===== src/core/tism_pkg.sv =====
// constants, layout and helpers of the timed interrupt start and mask block
package tism_pkg;

   // ==========================================================
   // source layout
   localparam int SRC_W = 24;
   localparam int NUM_TIMERS = 4;
   localparam int FAULT_BIT = 0;
   localparam int TIMER_BIT0 = 15;
   localparam int IV_W = 16;
   localparam int ID_W = 5;
   localparam int ADDR_W = 8;
   localparam int DATA_W = 32;

   // ==========================================================
   // register byte offsets
   localparam logic [ADDR_W-1:0] ADDR_SELECTOR = 8'h00;
   localparam logic [ADDR_W-1:0] ADDR_START = 8'h04;
   localparam logic [ADDR_W-1:0] ADDR_DISABLE = 8'h08;
   localparam logic [ADDR_W-1:0] ADDR_ENABLE = 8'h0c;
   localparam logic [ADDR_W-1:0] ADDR_MASK = 8'h10;
   localparam logic [ADDR_W-1:0] ADDR_STATUS = 8'h14;
   localparam logic [ADDR_W-1:0] ADDR_TIMERS = 8'h18;
   localparam logic [ADDR_W-1:0] ADDR_CLAIM = 8'h1c;
   localparam logic [ADDR_W-1:0] ADDR_DONE = 8'h20;
   localparam logic [ADDR_W-1:0] ADDR_INSERV = 8'h24;

   // ==========================================================
   // field positions and reset values
   localparam int START_EN_BIT = 16;
   localparam int TIMERS_STAT_BIT = 8;
   localparam int CLAIM_VALID_BIT = 5;
   localparam logic [SRC_W-1:0] MASK_RESET = 24'hffffff;
   localparam logic [SRC_W-1:0] STATUS_RESET = 24'h000000;
   // selector values are arbitrary; timer k answers to base plus k
   localparam logic [DATA_W-1:0] TIMER0_SELECTOR_ID = 32'h00000000;

   // ==========================================================
   // timing
   localparam int CLOCK_PERIOD_NS = 4;
   localparam int TIME_BASE_MS = 1;
   localparam int NS_PER_MS = 1000000;
   localparam int TICK_CYCLES = (TIME_BASE_MS * NS_PER_MS + CLOCK_PERIOD_NS - 1)
                                / CLOCK_PERIOD_NS;
   localparam int PRESC_W = 18;

   // lowest set index, which is also the highest priority
   function automatic logic [ID_W:0] first_set(input logic [SRC_W-1:0] v);
      logic [ID_W:0] r;
      r = '0;
      for (int i = SRC_W - 1; i >= 0; i--) begin
         if (v[i]) begin
            r = {1'b1, ID_W'(i)};
         end
      end
      return r;
   endfunction : first_set

endpackage : tism_pkg


===== src/core/tism_timer.sv =====
// one periodic millisecond interval timer
`timescale 1ns/1ps
module tism_timer #(
   parameter int TICK_CYCLES = tism_pkg::TICK_CYCLES
) (
   // clock and reset
   input wire logic clock,
   input wire logic resetn,
   // start command
   input wire logic load,
   input wire logic [tism_pkg::IV_W-1:0] interval_ms,
   // state
   output logic running_q,
   output logic fire_q
);
   import tism_pkg::*;

   logic [IV_W-1:0] sp_q;
   logic [IV_W-1:0] ms_q;
   logic [PRESC_W-1:0] sub_q;
   logic restart;
   logic ms_end;
   logic period_end;

   assign restart = load && interval_ms != 16'h0000 && (!running_q || interval_ms != sp_q);
   assign ms_end = sub_q == PRESC_W'(TICK_CYCLES - 1);
   assign period_end = running_q && ms_end && ms_q == sp_q - 16'h0001;

   // ==========================================================
   // run state and set point
   always_ff @(posedge clock) begin
      if (!resetn) begin
         running_q <= 1'b0;
         sp_q <= '0;
      end else if (load && interval_ms == 16'h0000) begin
         running_q <= 1'b0;
      end else if (restart) begin
         running_q <= 1'b1;
         sp_q <= interval_ms;
      end
   end

   // ==========================================================
   // elapsed time, restarted from zero by a new set point
   always_ff @(posedge clock) begin
      if (!resetn) begin
         ms_q <= '0;
         sub_q <= '0;
      end else if (restart || !running_q) begin
         ms_q <= '0;
         sub_q <= '0;
      end else if (ms_end) begin
         sub_q <= '0;
         ms_q <= period_end ? 16'h0000 : ms_q + 16'h0001;
      end else begin
         sub_q <= sub_q + PRESC_W'(1);
      end
   end

   // ==========================================================
   // request after the full interval
   always_ff @(posedge clock) begin
      if (!resetn) begin
         fire_q <= 1'b0;
      end else begin
         fire_q <= period_end && !restart && !(load && interval_ms == 16'h0000);
      end
   end

   // ==========================================================
   // checks
   logic [31:0] el_q;
   always_ff @(posedge clock) begin
      if (!resetn || restart || period_end || !running_q) begin
         el_q <= '0;
      end else begin
         el_q <= el_q + 32'd1;
      end
   end

   chk_zero_stops: assert property (@(posedge clock) disable iff (!resetn)
      load && interval_ms == 16'h0000 |=> !running_q)
      else $error("zero set point did not stop timer");

   chk_idle_start: assert property (@(posedge clock) disable iff (!resetn)
      load && interval_ms != 16'h0000 && !running_q
      |=> running_q && ms_q == 16'h0000 && sp_q == $past(interval_ms))
      else $error("idle timer did not start");

   chk_retime_now: assert property (@(posedge clock) disable iff (!resetn)
      load && running_q && interval_ms != 16'h0000 && interval_ms != sp_q
      |=> sub_q == '0 && ms_q == 16'h0000 && sp_q == $past(interval_ms))
      else $error("new set point not applied at once");

   chk_full_range: assert property (@(posedge clock) disable iff (!resetn)
      load && interval_ms == 16'hffff |=> running_q && sp_q == 16'hffff)
      else $error("largest set point refused");

   chk_fire_period: assert property (@(posedge clock) disable iff (!resetn)
      $rose(fire_q) || (fire_q && $past(fire_q) == 1'b0)
      |-> $past(el_q) == 32'(sp_q) * 32'(TICK_CYCLES) - 32'd1)
      else $error("timed request at wrong time");

   chk_reset_idle: assert property (@(posedge clock)
      !resetn |=> !running_q && !fire_q)
      else $error("timer not idle after reset");

endmodule : tism_timer


===== src/core/tism_top.sv =====
// interrupt enable mask, pending and service logic with four interval timers
// Operation
// - command status equals the enable input
// - interval is any 16-bit millisecond count
// - zero interval stops timer, command status keeps enable
// - idle timer starts on nonzero interval
// - new interval restarts running timer from zero
// - request after full interval elapsed
// - disable clears enables of selected sources
// - enable sets enables of selected sources
// - fixed bit map of the 24 sources
// - each source weighs two to its bit
// - enable and disable share bit positions
// - service in fixed priority, bit 0 first
// - higher request preempts lower routine
// - all enabled pending dispatched highest to lowest
`timescale 1ns/1ps
module tism_top #(
   parameter int TICK_CYCLES = tism_pkg::TICK_CYCLES
) (
   // clock and reset
   input wire logic clock,
   input wire logic resetn,
   // register port
   input wire logic [tism_pkg::ADDR_W-1:0] reg_addr,
   input wire logic [tism_pkg::DATA_W-1:0] reg_wdata,
   input wire logic reg_write,
   input wire logic reg_read,
   output logic [tism_pkg::DATA_W-1:0] reg_rdata,
   // interrupt source pins
   input wire logic [tism_pkg::SRC_W-1:0] source_req,
   // status outputs
   output logic irq,
   output logic preempt_req,
   output logic command_status_out,
   output logic [tism_pkg::NUM_TIMERS-1:0] timer_running
);
   import tism_pkg::*;

   // ==========================================================
   // state
   logic [DATA_W-1:0] selector_q;
   logic [SRC_W-1:0] mask_q;
   logic [SRC_W-1:0] status_q;
   logic [SRC_W-1:0] status_d;
   logic [SRC_W-1:0] inserv_q;
   logic [SRC_W-1:0] meta_q;
   logic [SRC_W-1:0] sync_q;
   logic [SRC_W-1:0] prev_q;
   logic [DATA_W-1:0] rdata_q;
   logic irq_q;
   logic preempt_q;
   logic cmd_status_q;

   // ==========================================================
   // decode
   logic wr_selector;
   logic wr_start;
   logic wr_disable;
   logic wr_enable;
   logic wr_done;
   logic rd_status;
   logic rd_claim;

   always_comb begin
      wr_selector = 1'b0;
      wr_start = 1'b0;
      wr_disable = 1'b0;
      wr_enable = 1'b0;
      wr_done = 1'b0;
      rd_status = 1'b0;
      rd_claim = 1'b0;
      if (reg_write && reg_addr == ADDR_SELECTOR) begin
         wr_selector = 1'b1;
      end else if (reg_write && reg_addr == ADDR_START) begin
         wr_start = 1'b1;
      end else if (reg_write && reg_addr == ADDR_DISABLE) begin
         wr_disable = 1'b1;
      end else if (reg_write && reg_addr == ADDR_ENABLE) begin
         wr_enable = 1'b1;
      end else if (reg_write && reg_addr == ADDR_DONE) begin
         wr_done = 1'b1;
      end else if (reg_read && reg_addr == ADDR_STATUS) begin
         rd_status = 1'b1;
      end else if (reg_read && reg_addr == ADDR_CLAIM) begin
         rd_claim = 1'b1;
      end
   end

   // ==========================================================
   // start command
   logic start_en;
   logic [IV_W-1:0] start_iv;
   logic [NUM_TIMERS-1:0] load;
   logic [NUM_TIMERS-1:0] fire;

   assign start_en = reg_wdata[START_EN_BIT];
   assign start_iv = reg_wdata[IV_W-1:0];

   always_comb begin
      for (int k = 0; k < NUM_TIMERS; k++) begin
         load[k] = wr_start && start_en && selector_q == TIMER0_SELECTOR_ID + 32'(k);
      end
   end

   always_ff @(posedge clock) begin
      if (!resetn) begin
         selector_q <= '0;
      end else if (wr_selector) begin
         selector_q <= reg_wdata;
      end
   end

   always_ff @(posedge clock) begin
      if (!resetn) begin
         cmd_status_q <= 1'b0;
      end else if (wr_start) begin
         cmd_status_q <= start_en;
      end
   end

   for (genvar g = 0; g < NUM_TIMERS; g++) begin : g_timer
      tism_timer #(
         .TICK_CYCLES(TICK_CYCLES)
      ) u_timer (
         .clock(clock),
         .resetn(resetn),
         .load(load[g]),
         .interval_ms(start_iv),
         .running_q(timer_running[g]),
         .fire_q(fire[g])
      );
   end

   // ==========================================================
   // source pins: two-stage sync, then rising edge
   always_ff @(posedge clock) begin
      if (!resetn) begin
         meta_q <= '0;
         sync_q <= '0;
         prev_q <= '0;
      end else begin
         meta_q <= source_req;
         sync_q <= meta_q;
         prev_q <= sync_q;
      end
   end

   // timer bits come from the timers, not from the pins
   logic [SRC_W-1:0] timer_bits;
   logic [SRC_W-1:0] pin_bits;
   logic [SRC_W-1:0] set_vec;

   assign timer_bits = SRC_W'(fire) << TIMER_BIT0;
   assign pin_bits = ~(SRC_W'({NUM_TIMERS{1'b1}}) << TIMER_BIT0);
   assign set_vec = (sync_q & ~prev_q & pin_bits) | timer_bits;

   // ==========================================================
   // enable mask
   always_ff @(posedge clock) begin
      if (!resetn) begin
         mask_q <= MASK_RESET;
      end else if (wr_disable) begin
         mask_q <= mask_q & ~reg_wdata[SRC_W-1:0];
      end else if (wr_enable) begin
         mask_q <= mask_q | reg_wdata[SRC_W-1:0];
      end
   end

   // ==========================================================
   // priority and service
   logic [ID_W:0] pend_pick;
   logic [ID_W:0] serv_pick;
   logic claimable;

   assign pend_pick = first_set(status_q & mask_q);
   assign serv_pick = first_set(inserv_q);
   assign claimable = pend_pick[ID_W] &&
                      (!serv_pick[ID_W] || pend_pick[ID_W-1:0] < serv_pick[ID_W-1:0]);

   // a new event wins over a clear in the same cycle
   always_comb begin
      status_d = status_q;
      if (rd_status) begin
         status_d = '0;
      end else if (rd_claim && claimable) begin
         status_d[pend_pick[ID_W-1:0]] = 1'b0;
      end
      status_d = status_d | set_vec;
   end

   always_ff @(posedge clock) begin
      if (!resetn) begin
         status_q <= STATUS_RESET;
      end else begin
         status_q <= status_d;
      end
   end

   // the most recently claimed routine is the highest one in service
   always_ff @(posedge clock) begin
      if (!resetn) begin
         inserv_q <= '0;
      end else if (rd_claim && claimable) begin
         inserv_q[pend_pick[ID_W-1:0]] <= 1'b1;
      end else if (wr_done && serv_pick[ID_W]) begin
         inserv_q[serv_pick[ID_W-1:0]] <= 1'b0;
      end
   end

   always_ff @(posedge clock) begin
      if (!resetn) begin
         irq_q <= 1'b0;
         preempt_q <= 1'b0;
      end else begin
         irq_q <= |(status_d & mask_q);
         preempt_q <= claimable;
      end
   end

   // ==========================================================
   // read data, valid the cycle after the strobe
   always_ff @(posedge clock) begin
      if (!resetn) begin
         rdata_q <= '0;
      end else if (!reg_read) begin
         rdata_q <= '0;
      end else if (reg_addr == ADDR_SELECTOR) begin
         rdata_q <= selector_q;
      end else if (reg_addr == ADDR_MASK) begin
         rdata_q <= DATA_W'(mask_q);
      end else if (reg_addr == ADDR_STATUS) begin
         rdata_q <= DATA_W'(status_q);
      end else if (reg_addr == ADDR_TIMERS) begin
         rdata_q <= (DATA_W'(cmd_status_q) << TIMERS_STAT_BIT) | DATA_W'(timer_running);
      end else if (reg_addr == ADDR_CLAIM) begin
         rdata_q <= DATA_W'({claimable, pend_pick[ID_W-1:0]});
      end else if (reg_addr == ADDR_INSERV) begin
         rdata_q <= DATA_W'(inserv_q);
      end else begin
         rdata_q <= '0;
      end
   end

   assign reg_rdata = rdata_q;
   assign irq = irq_q;
   assign preempt_req = preempt_q;
   assign command_status_out = cmd_status_q;

   // ==========================================================
   // checks
   chk_status_follows: assert property (@(posedge clock) disable iff (!resetn)
      wr_start |=> command_status_out == $past(reg_wdata[START_EN_BIT]))
      else $error("command status differs from enable");

   chk_disabled_start: assert property (@(posedge clock) disable iff (!resetn)
      wr_start && !start_en |-> load == '0)
      else $error("start acted while not enabled");

   chk_disable_clears: assert property (@(posedge clock) disable iff (!resetn)
      wr_disable |=> mask_q == ($past(mask_q) & ~$past(reg_wdata[SRC_W-1:0])))
      else $error("disable did not clear selected bits only");

   chk_enable_sets: assert property (@(posedge clock) disable iff (!resetn)
      wr_enable |=> mask_q == ($past(mask_q) | $past(reg_wdata[SRC_W-1:0])))
      else $error("enable did not set selected bits only");

   chk_mask_holds: assert property (@(posedge clock) disable iff (!resetn)
      !wr_disable && !wr_enable |=> $stable(mask_q))
      else $error("mask changed without a command");

   chk_claim_priority: assert property (@(posedge clock) disable iff (!resetn)
      rd_claim && claimable
      |=> reg_rdata[ID_W-1:0] == $past(pend_pick[ID_W-1:0]) && reg_rdata[CLAIM_VALID_BIT])
      else $error("claim did not return highest pending");

   chk_set_wins: assert property (@(posedge clock) disable iff (!resetn)
      rd_status && set_vec != '0 |=> (status_q & $past(set_vec)) == $past(set_vec))
      else $error("event lost against clear");

   chk_timer_bit: assert property (@(posedge clock) disable iff (!resetn)
      fire[0] |=> status_q[TIMER_BIT0])
      else $error("timer 0 did not set its bit");

   chk_irq_level: assert property (@(posedge clock) disable iff (!resetn)
      (status_q & mask_q) != '0 && !rd_status && !rd_claim |=> irq)
      else $error("interrupt low with unmasked status");

   chk_claim_marks: assert property (@(posedge clock) disable iff (!resetn)
      rd_claim && claimable && set_vec == '0
      |=> inserv_q[$past(pend_pick[ID_W-1:0])] && !status_q[$past(pend_pick[ID_W-1:0])])
      else $error("claim did not move source into service");

   chk_none_higher: assert property (@(posedge clock) disable iff (!resetn)
      rd_claim && claimable
      |-> (status_q & mask_q & ((SRC_W'(1) << pend_pick[ID_W-1:0]) - SRC_W'(1))) == '0)
      else $error("claimed source has a higher one pending");

   chk_masked_wait: assert property (@(posedge clock) disable iff (!resetn)
      rd_claim && claimable |-> mask_q[pend_pick[ID_W-1:0]])
      else $error("disabled source was serviced");

   chk_lower_waits: assert property (@(posedge clock) disable iff (!resetn)
      rd_claim && !claimable |=> $stable(inserv_q))
      else $error("lower request entered service");

   chk_done_pops: assert property (@(posedge clock) disable iff (!resetn)
      wr_done && serv_pick[ID_W] |=> !inserv_q[$past(serv_pick[ID_W-1:0])])
      else $error("finished routine still in service");

   chk_no_preempt: assert property (@(posedge clock) disable iff (!resetn)
      serv_pick[ID_W] && pend_pick[ID_W-1:0] > serv_pick[ID_W-1:0] |=> !preempt_req)
      else $error("lower request raised preemption");

   chk_status_clear: assert property (@(posedge clock) disable iff (!resetn)
      rd_status && set_vec == '0 |=> status_q == '0)
      else $error("status read did not clear");

   chk_event_lands: assert property (@(posedge clock) disable iff (!resetn)
      set_vec != '0 |=> (status_q & $past(set_vec)) == $past(set_vec))
      else $error("source event not recorded");

   chk_cmd_holds: assert property (@(posedge clock) disable iff (!resetn)
      !wr_start |=> $stable(command_status_out))
      else $error("command status changed without a start");

   chk_top_reset: assert property (@(posedge clock)
      !resetn |=> !irq && !preempt_req && timer_running == '0 && mask_q == MASK_RESET)
      else $error("block not idle after reset");

endmodule : tism_top


===== config.mk =====
export PLATFORM = sky130hd
export DESIGN_NAME = tism_top
export DESIGN_NICKNAME = d
export VERILOG_FILES = /design/src/core/tism_pkg.sv /design/src/core/tism_timer.sv /design/src/core/tism_top.sv
export SDC_FILE = /design/constraint.sdc
export NUM_CORES = 1
export LEC_CHECK = 0
export ABC_AREA = 0
export BUFFER_PORTS_ARGS = -buffer_cell sky130_fd_sc_hd__buf_4
export CAP_MARGIN = 20
export CELL_PAD_IN_SITES_DETAIL_PLACEMENT = 1
export CELL_PAD_IN_SITES_GLOBAL_PLACEMENT = 1
export CORE_AREA = 2 2 233 235
export DETAILED_ROUTE_END_ITERATION = 10
export DIE_AREA = 0 0 235 237
export HOLD_SLACK_MARGIN = 0.1
export PLACE_DENSITY = 0.69
export SYNTH_ARGS = -nofsm -noshare
export SYNTH_HDL_FRONTEND = slang
export SYNTH_HIERARCHICAL = 1
export SYNTH_SLANG_ARGS = --single-unit

===== constraint.sdc =====
create_clock -name clock -period 5.1 [get_ports clock]
set_input_delay 1.02 -clock clock [delete_from_list [all_inputs] [get_ports clock]]
set_output_delay 1.02 -clock clock [all_outputs]
set_load 0.05 [all_outputs]

-- Word-level counts from Yosys, hierarchy flattened
Index checks and enable logic that the tools add are counted.
- output and inout bits: 39
- logic and storage cells: 279
- flip-flop bits (word level): 419
- bits in latches: 0
- bits in writable memories: 0
- memories: 0
- ROM bits: 0
- order comparisons: 5
- divide/modulo/power cells: 0
- mux-type cells: 96
- shift-type cells: 0
- equal/unequal tests: 24
- multiply operators: 0
- reduce and logical (&&, ||, !) cells: 91
- bitwise logic cells: 20
- add/subtract/negate cells: 12
- operators by type and width (cell ; number):
    6-bit 2-to-1 mux ; 48
    24-bit 2-to-1 mux ; 11
    24-bit bitwise AND ; 6
    24-bit NOT ; 4
    18-bit by 1-bit adder with 18-bit output (second input constant) ; 4
    18-bit equality test (second input constant) ; 4
    24-bit bitwise OR ; 3
    16-bit by 1-bit adder with 16-bit output (second input constant) ; 4
    16-bit equality test ; 4
    32-bit by 2-bit equality test with 1-bit output (second input constant) ; 2
    16-bit 2-to-1 mux ; 4
    16-bit != test ; 4
    16-bit by 1-bit subtractor with 16-bit output (second input constant) ; 4
    1-bit logical AND ; 45
    32-bit by 1-bit equality test with 1-bit output (second input constant) ; 1
    8-bit by 5-bit equality test with 1-bit output (second input constant) ; 4
    32-bit zero test ; 1
    32-bit 2-to-1 mux ; 1
    1-bit 2-to-1 mux ; 30
    24-bit by 19-bit bitwise OR with 24-bit output ; 1
    24-bit OR reduction ; 1
    8-bit by 4-bit equality test with 1-bit output (second input constant) ; 2
    8-bit by 6-bit equality test with 1-bit output (second input constant) ; 2
    16-bit zero test ; 1
    15 further kinds ; 57

-- Logic depth before layout (Yosys ltp)
Gate-level depths: netlist of the first run.
- word-level depth: 36
- gate-level depth with buffers: 19
- mapped depth without buffers: 18

-- By module
Netlist of the first run, hierarchy kept.
- by module, submodules not included (module ; area an instance (µm²) ; cells an instance ; instances):
    tism_timer ; 3098.0 ; 370 ; 4
    tism_top ; 8683.3 ; 1065 ; 1

-- Worst setup path before layout of the first run
No wires, ideal clock.
- kind: reg-to-reg
- start: reg inserv_q[22]
- end: reg irq_q, in the netlist irq
- setup slack: 1290 ps
- buffers on the path: 0
- setup time: 137 ps
- stages on the path, launching flop included: 19
- clock period less this slack: 3810 ps
- data arrival time: 3673 ps
- path through: dfxtp_1 > nor2_1 > o31ai_1 > a211oi_1 > o31ai_1 > a211oi_1 > nor3_1 > o31ai_1 > ha_1 > o21ai_0 > a21oi_1 > o32ai_2 > nand2_2 > o21a_1 > or4_4 > a32o_1 > a22o_1 > nor4_1 > a41oi_1
- longest elaborated chain between the ends: 32
- RTL lines (element ; RTL line ; text):
    from (decl) ; tism_top.sv:46 ; logic [SRC_W-1:0] inserv_q;
    from (signal assigned) ; tism_top.sv:203 ; inserv_q <= '0;
    from (signal, indexed assignment) ; tism_top.sv:205 ; inserv_q[pend_pick[ID_W-1:0]] <= 1'b1;
    from (signal, indexed assignment) ; tism_top.sv:207 ; inserv_q[serv_pick[ID_W-1:0]] <= 1'b0;
    6-bit 2-to-1 mux * (23 in series) ; tism_pkg.sv:52 ; if (v[i]) begin
    5-bit less-than comparator or 1-bit zero test (tied branches) ; tism_top.sv:179 ; (!serv_pick[ID_W] || pend_pick[ID_W-1:0] < serv_pick[ID_W-1:0]);
    1-bit logical OR * ; tism_top.sv:179 ;
    1-bit logical AND * ; tism_top.sv:178 ; assign claimable = pend_pick[ID_W] &&
    1-bit logical AND * ; tism_top.sv:186 ; end else if (rd_claim && claimable) begin
    24-bit 2-to-1 mux * ; tism_top.sv:186 ;
    24-bit 2-to-1 mux * ; tism_top.sv:184 ; if (rd_status) begin
    24-bit bitwise OR * ; tism_top.sv:189 ; status_d = status_d | set_vec;
    24-bit bitwise AND * ; tism_top.sv:216 ; irq_q <= |(status_d & mask_q);
    24-bit OR reduction * ; tism_top.sv:216 ;
    to (signal assigned) ; tism_top.sv:216 ;
    to (decl) ; tism_top.sv:51 ; logic irq_q;
Every way passes the cells marked *; elsewhere a longest branch is shown, timed or not.
A chain may end at the register's enable or synchronous reset.

-- Worst setup path in the final report of the first run
Ends and elaborated chain as after synthesis.

==> results.ini, run 1 <==
[outcome]
status = finished, final reports clean

[global_route]
grt_max_degree = 96
grt_pass1_vias = 19320
grt_first_pass_wirelength_um = 108000
grt-ovfl-total = 0
gr-usage-all-layers = 0.239
antenna_found_initial = 0

[logic_synthesis]
synth_nets = 2629
synthCells = 2545
ys.warnings.count = 6
yosys-top-cells-area = dfxtp_1, xnor2_1, nor2_1
ys.flop_type = dfxtp_1
synth_cell_types = 78
syn_area_um2 = 21100
ys_seq_area_frac = 0.387
yosysTopAreaCell = dfxtp_1
synth_area_per_cell_um2 = 8.28
synth_common_cells = dfxtp_1, nor2_1, nand2_1
yosysMostFrequentCell = dfxtp_1
synth_edf_count = 0
ys_async_sr_fraction = 0
synth_top_area_frac = 0.387
ys_ff_latch = 407

[worst_setup_path]
cp_common_cell = o31ai_1
cp_data_arrival_time_ns = 5.04
critPathMaxFanout = 5
crit_type = reg -> reg
cp.required_ns = 5.51
startpoint_type = register
cpPeakStageDelay_ns = 0.50
crit_path_cell_trace = nor2_1, o31ai_1, a211oi_1, o31ai_1, a211oi_1, nor3_1, o31ai_1, ha_1, o21ai_0, a21oi_1, o32ai_2, nand2_2, o21a_1, or4_4, a32o_1, a22o_1, nor4_1, a41oi_1
slowest_stage = or4_4
crit_family = compound AO/OA/AOI/OAI gates
path_buf_inv = 0
setup.worst_path.end_class = register

[cells_and_area]
nets = 2693
multi_input_area_um2 = 12000
design_area_um2 = 24000
seq_area_um2 = 8150
antenna_cells = 0
area_growth_pct = 13.7
drive_gt1_frac = 0.107
fill_cells = 6284
layout.cells.non_filler = 3341

[drt]
avgRoutedWirePerCell_um = 20.4
via_count = 18827
via_per_inst = 5.64
dr.pass1.iters = 5
finalWirelength_um = 68200
drt_iter0_drc = 1208
drcViolationCount = 0
ant_nets = 0

[sta]
whs_ns = 0.432
rsz0062_at_grt = no
setup_ws_ns = 0.463
hold_violations = 0
finalSetupTns_ns = 0
maxSlewViolCount = 0
fmax_ghz = 0.216
setup_viol = 0
fin_skew_ns = 0.0218
post-route-period-util = 0.909
min_period_ns = 4.64
tightest_slew_ns = 0.992
relSlewSlack = 0.337

[placed_design]
place_ws_ns = 0.525
port_buffers = 102
placed_cells = 3254
gp_congestion = 0.908
dpl.hpwl_um = 49300
place_area_um2 = 22300

[cts]
path_clk_slew_ns = 0.06
clockBufferDepth = 3
cts.htree.levels = 2
clock_latency_ns = 0.59
post-cts-setup-buffer-count = 0
cts_buffers = 47
hold_buffers = 0
clock-root-buffer = clkbuf_16
cts_resized = 0
clkSinkCount = 407
cts_tree = done

[die]
core_area_um2 = 53300
num_rows = 85
start_util = 0.396
die_h_um = 237
pin_count = 107
dieWidth_um = 235
dieArea_um2 = 55700

[worst_hold_path]
hold_class = reg -> reg

[power]
p_per_area_nw_per_um2 = 303
p_leak_nw = 8.58
vdd_drop_max_uv = 204

[flow_run]
maxCapViolations = 0

-- layer usage --
metal  vias to the layer above  part of all wire  global-route usage
met5                         -                 0                   0
met2                       435              0.47               0.410
met1                      9260              0.45               0.305
li1                       9007                 -                   -
met4                         0             0.031              0.0786
met3                       125             0.043              0.0365
-- where the power goes --
part	leakage [nW]	switching [mW]	internal [mW]
Sequential	3.29	0.0205	3.21
Combinational	4.49	0.312	0.167
Clock	0.794	1.39	2.15
Total	8.58	1.73	5.53
-- layout make-up --
cell class              instances  share of cell area
clock buffers                  69              0.0584
clock inverters                16             0.00950
inverters                      62             0.00971
multi-input cells            1952               0.502
flip-flops and latches        407               0.340
well taps                     696              0.0363
repair buffers                139              0.0444
-- path summary, 6_finish.rpt --
kind,startpoint,endpoint,slack (ns),depth (start not counted)
setup / recovery,inserv_q[22],irq,0.46,18
hold / removal,meta_q[19],sync_q[19],0.43,1
setup reg to reg,inserv_q[22],irq,0.46,18
hold reg to reg,meta_q[19],sync_q[19],0.43,1
-- state kept, by name, indices dropped and copies added (netlist names), named ones only --
register	cells
meta_q	20
prev_q	20
reg_rdata	32
g_timer.u_timer/running_q	4
sync_q	20
irq	1
g_timer.u_timer/sub_q	72
g_timer.u_timer/ms_q	64
status_q	24
g_timer.u_timer/sp_q	64
command_status_out	1
g_timer.u_timer/fire_q	4
preempt_req	1
selector_q	32
inserv_q	24
-- through the flow --
step	util	total power, mW
after global routing	0.450	7.51
final	0.450	7.25
after global placement	0.419	3.76
after floorplan	-	3.54
after CTS	0.449	7.33
after detailed placement	0.419	3.77
-- cells in the final DEF, fill, tap and decap left out, drive strengths merged, types with 62 or more instances in the layout --
cell type,count
dfxtp,407
nor2,329
nand2,261
xnor2,176
buf,139
nand3,135
a21oi,109
xor2,88
and2,85
nor2b,80
clkbuf,69
nor4,62
-- cells by family after synthesis --
group           after synthesis  share of synthesized area
mux                          56                     0.0266
compound gates              384                      0.127
buf+inv                     186                     0.0438
fa+ha+maj                    16                    0.00950
flops                       407                      0.387
xor+xnor                    264                      0.110
simple gates               1232                      0.297
No activity file was read; power rests on OpenSTA's default activity.
==> run 2, diff against run 1 <==
--- a/config.mk
+++ b/config.mk
@@ -11,8 +11,10 @@
 export CELL_PAD_IN_SITES_DETAIL_PLACEMENT = 1
 export CELL_PAD_IN_SITES_GLOBAL_PLACEMENT = 1
 export CORE_AREA = 2 2 233 235
+export CTS_BUF_LIST = sky130_fd_sc_hd__clkbuf_8
 export DETAILED_ROUTE_END_ITERATION = 10
 export DIE_AREA = 0 0 235 237
+export GPL_TIMING_DRIVEN = 0
 export HOLD_SLACK_MARGIN = 0.1
 export PLACE_DENSITY = 0.69
 export SYNTH_ARGS = -nofsm -noshare
==> results.ini, run 2 (synthesized netlist as in run 1, its figures left out) <==
[outcome]
status = finished, final reports clean

[cells_and_area]
nets = 2811
layout.cells.most_common = dfxtp_1
fill_cells = 6399
mostFrequentLayoutCells = dfxtp_1, nor2_1, nand2_1
seq_area_um2 = 8150
multi_input_area_um2 = 12000
area_growth_pct = 15.4
largestRegisters = g_timer.u_timer/sub_q: 72 flops, g_timer.u_timer/ms_q: 64 flops, g_timer.u_timer/sp_q: 64 flops
final_util = 0.456
drive_gt1_frac = 0.117
largest_reg_flops = 72
top_register = g_timer.u_timer/sub_q
layout.cells.non_filler = 3478

[placed_design]
port_buffers = 102
dpl.hpwl_um = 54200
gp_congestion = 0.920
placed_cells = 3343

[worst_setup_path]
critPathMaxFanout = 6
cp.required_ns = 5.57
crit_family = compound AO/OA/AOI/OAI gates
slowest_stage = a211oi_1
cpPeakStageDelay_ns = 0.61
startpoint_type = register
cp_data_arrival_time_ns = 5.40
path_buf_inv = 1
crit_path_cell_trace = a22oi_1, a211oi_1, o21ai_0, a31o_2, inv_1, ha_1, a21oi_1, nor2b_1, o21ai_0, nand3_1, or2_2, o21ai_1, nand4_1, a22o_1, nor4_1, a41oi_1
setup.worst_path.end_class = register
crit_type = reg -> reg
cp_common_cell = o21ai_0

[die]
start_util = 0.396
pin_count = 107
dieArea_um2 = 55700
num_rows = 85
dieWidth_um = 235
core_area_um2 = 53300
die_h_um = 237

[global_route]
grt_max_degree = 43
grt_pass1_vias = 20424
grt_first_pass_wirelength_um = 114000
gr-usage-all-layers = 0.258
grt-ovfl-total = 0
antenna_found_initial = 3

[cts]
cts_tree = done
clkSinkCount = 407
hold_buffers = 0
clock_latency_ns = 0.67
clock-root-buffer = clkbuf_8
path_clk_slew_ns = 0.06
cts.htree.levels = 3
clockBufferDepth = 3
cts_buffers = 76

[sta]
maxSlewViolCount = 0
fin_skew_ns = 0.0287
relSlewSlack = 0.276
setup_viol = 0
min_period_ns = 4.92
fmax_ghz = 0.203
hold_violations = 0
rsz0062_at_grt = no
tightest_slew_ns = 1.08
post-route-period-util = 0.965

[power]
p_leak_nw = 8.80
p_per_area_nw_per_um2 = 285
switchingPower_mw = 1.78
power.total_mw = 6.94
clkPwrFrac = 0.464
switching_share = 0.257
seqPwrFrac = 0.467
vdd_drop_max_uv = 165
power_frac_comb = 0.070
internal-power_mw = 5.16

[drt]
avgRoutedWirePerCell_um = 20.9
ant_nets = 0
via_per_inst = 5.67
via_count = 19708
finalWirelength_um = 72800
dr.pass1.iters = 7
drt_iter0_drc = 1147
drcViolationCount = 0

[worst_hold_path]
hold_class = reg -> reg

[flow_run]
maxCapViolations = 0

==> run 2: final timing paths <==
path | slack (ns) | endpoint | start | cells after the start
setup reg to reg | 0.18 | irq | register | 16
hold / removal | 0.43 | sync_q[19] | meta_q[19] | 1
hold reg to reg | 0.43 | sync_q[19] | meta_q[19] | 1
setup / recovery | 0.18 | irq | register | 16
==> run 2: metrics by stage <==
stage | setup WS [ns] | TNS, ns | area [µm²] | hold WS (ns)
3_3_place_gp | -0.00783 | -0.00783 | 22700 | 0.415
4_1_cts | 0.00660 | 0 | 24300 | 0.436
2_1_floorplan | 1.29 | 0 | 21100 | 0.412
6_report | 0.178 | 0 | 24300 | 0.431
5_1_grt | 0.0103 | 0 | 24300 | 0.449
3_5_place_dp | -0.246 | -0.246 | 22700 | 0.424
==> run 2: area by class of cell <==
cell class,instances,area share
antenna,1,0.000103
buffer,124,0.0284
clock buffer,99,0.0560
clock inverter,33,0.00767
inverter,62,0.00972
multi-input combinational,1952,0.495
sequential,407,0.335
tap,696,0.0358
timing repair buffer,104,0.0321
==> run 2: worst register-to-register path: stages (launching register included) <==
cell and delay [ns]:
dfxtp_1 0.56, a22oi_1 0.19, a211oi_1 0.61, o21ai_0 0.21, a31o_2 0.39, inv_1 0.09, ha_1 0.24, a21oi_1 0.14
nor2b_1 0.06, o21ai_0 0.20, nand3_1 0.15, or2_2 0.31, o21ai_1 0.38, nand4_1 0.39, a22o_1 0.35, nor4_1 0.28
a41oi_1 0.18
==> run 2: what timing repair did <==
action                                  CTS  global route
buffers inserted                          0             2
gates resized for setup                   2             8
pin swaps                                 0             0
endpoints found under the setup margin    2             3
==> run 2: power groups by stage <==
stage	clock network, mW	registers, mW	logic, mW
3_3_place_gp	0	3.30	0.449
2_1_floorplan	0	3.30	0.245
4_1_cts	3.34	3.24	0.464
3_5_place_dp	0	3.30	0.460
5_1_grt	3.47	3.24	0.517
6_report	3.22	3.24	0.484
==> run 2: per-layer routing <==
layer	GRT usage	vias up	wire length (µm)
li1	-	9278	-
met1	0.337	9659	33200
met2	0.414	580	32600
met3	0.0463	189	4010
met4	0.122	2	2920
met5	0	-	11
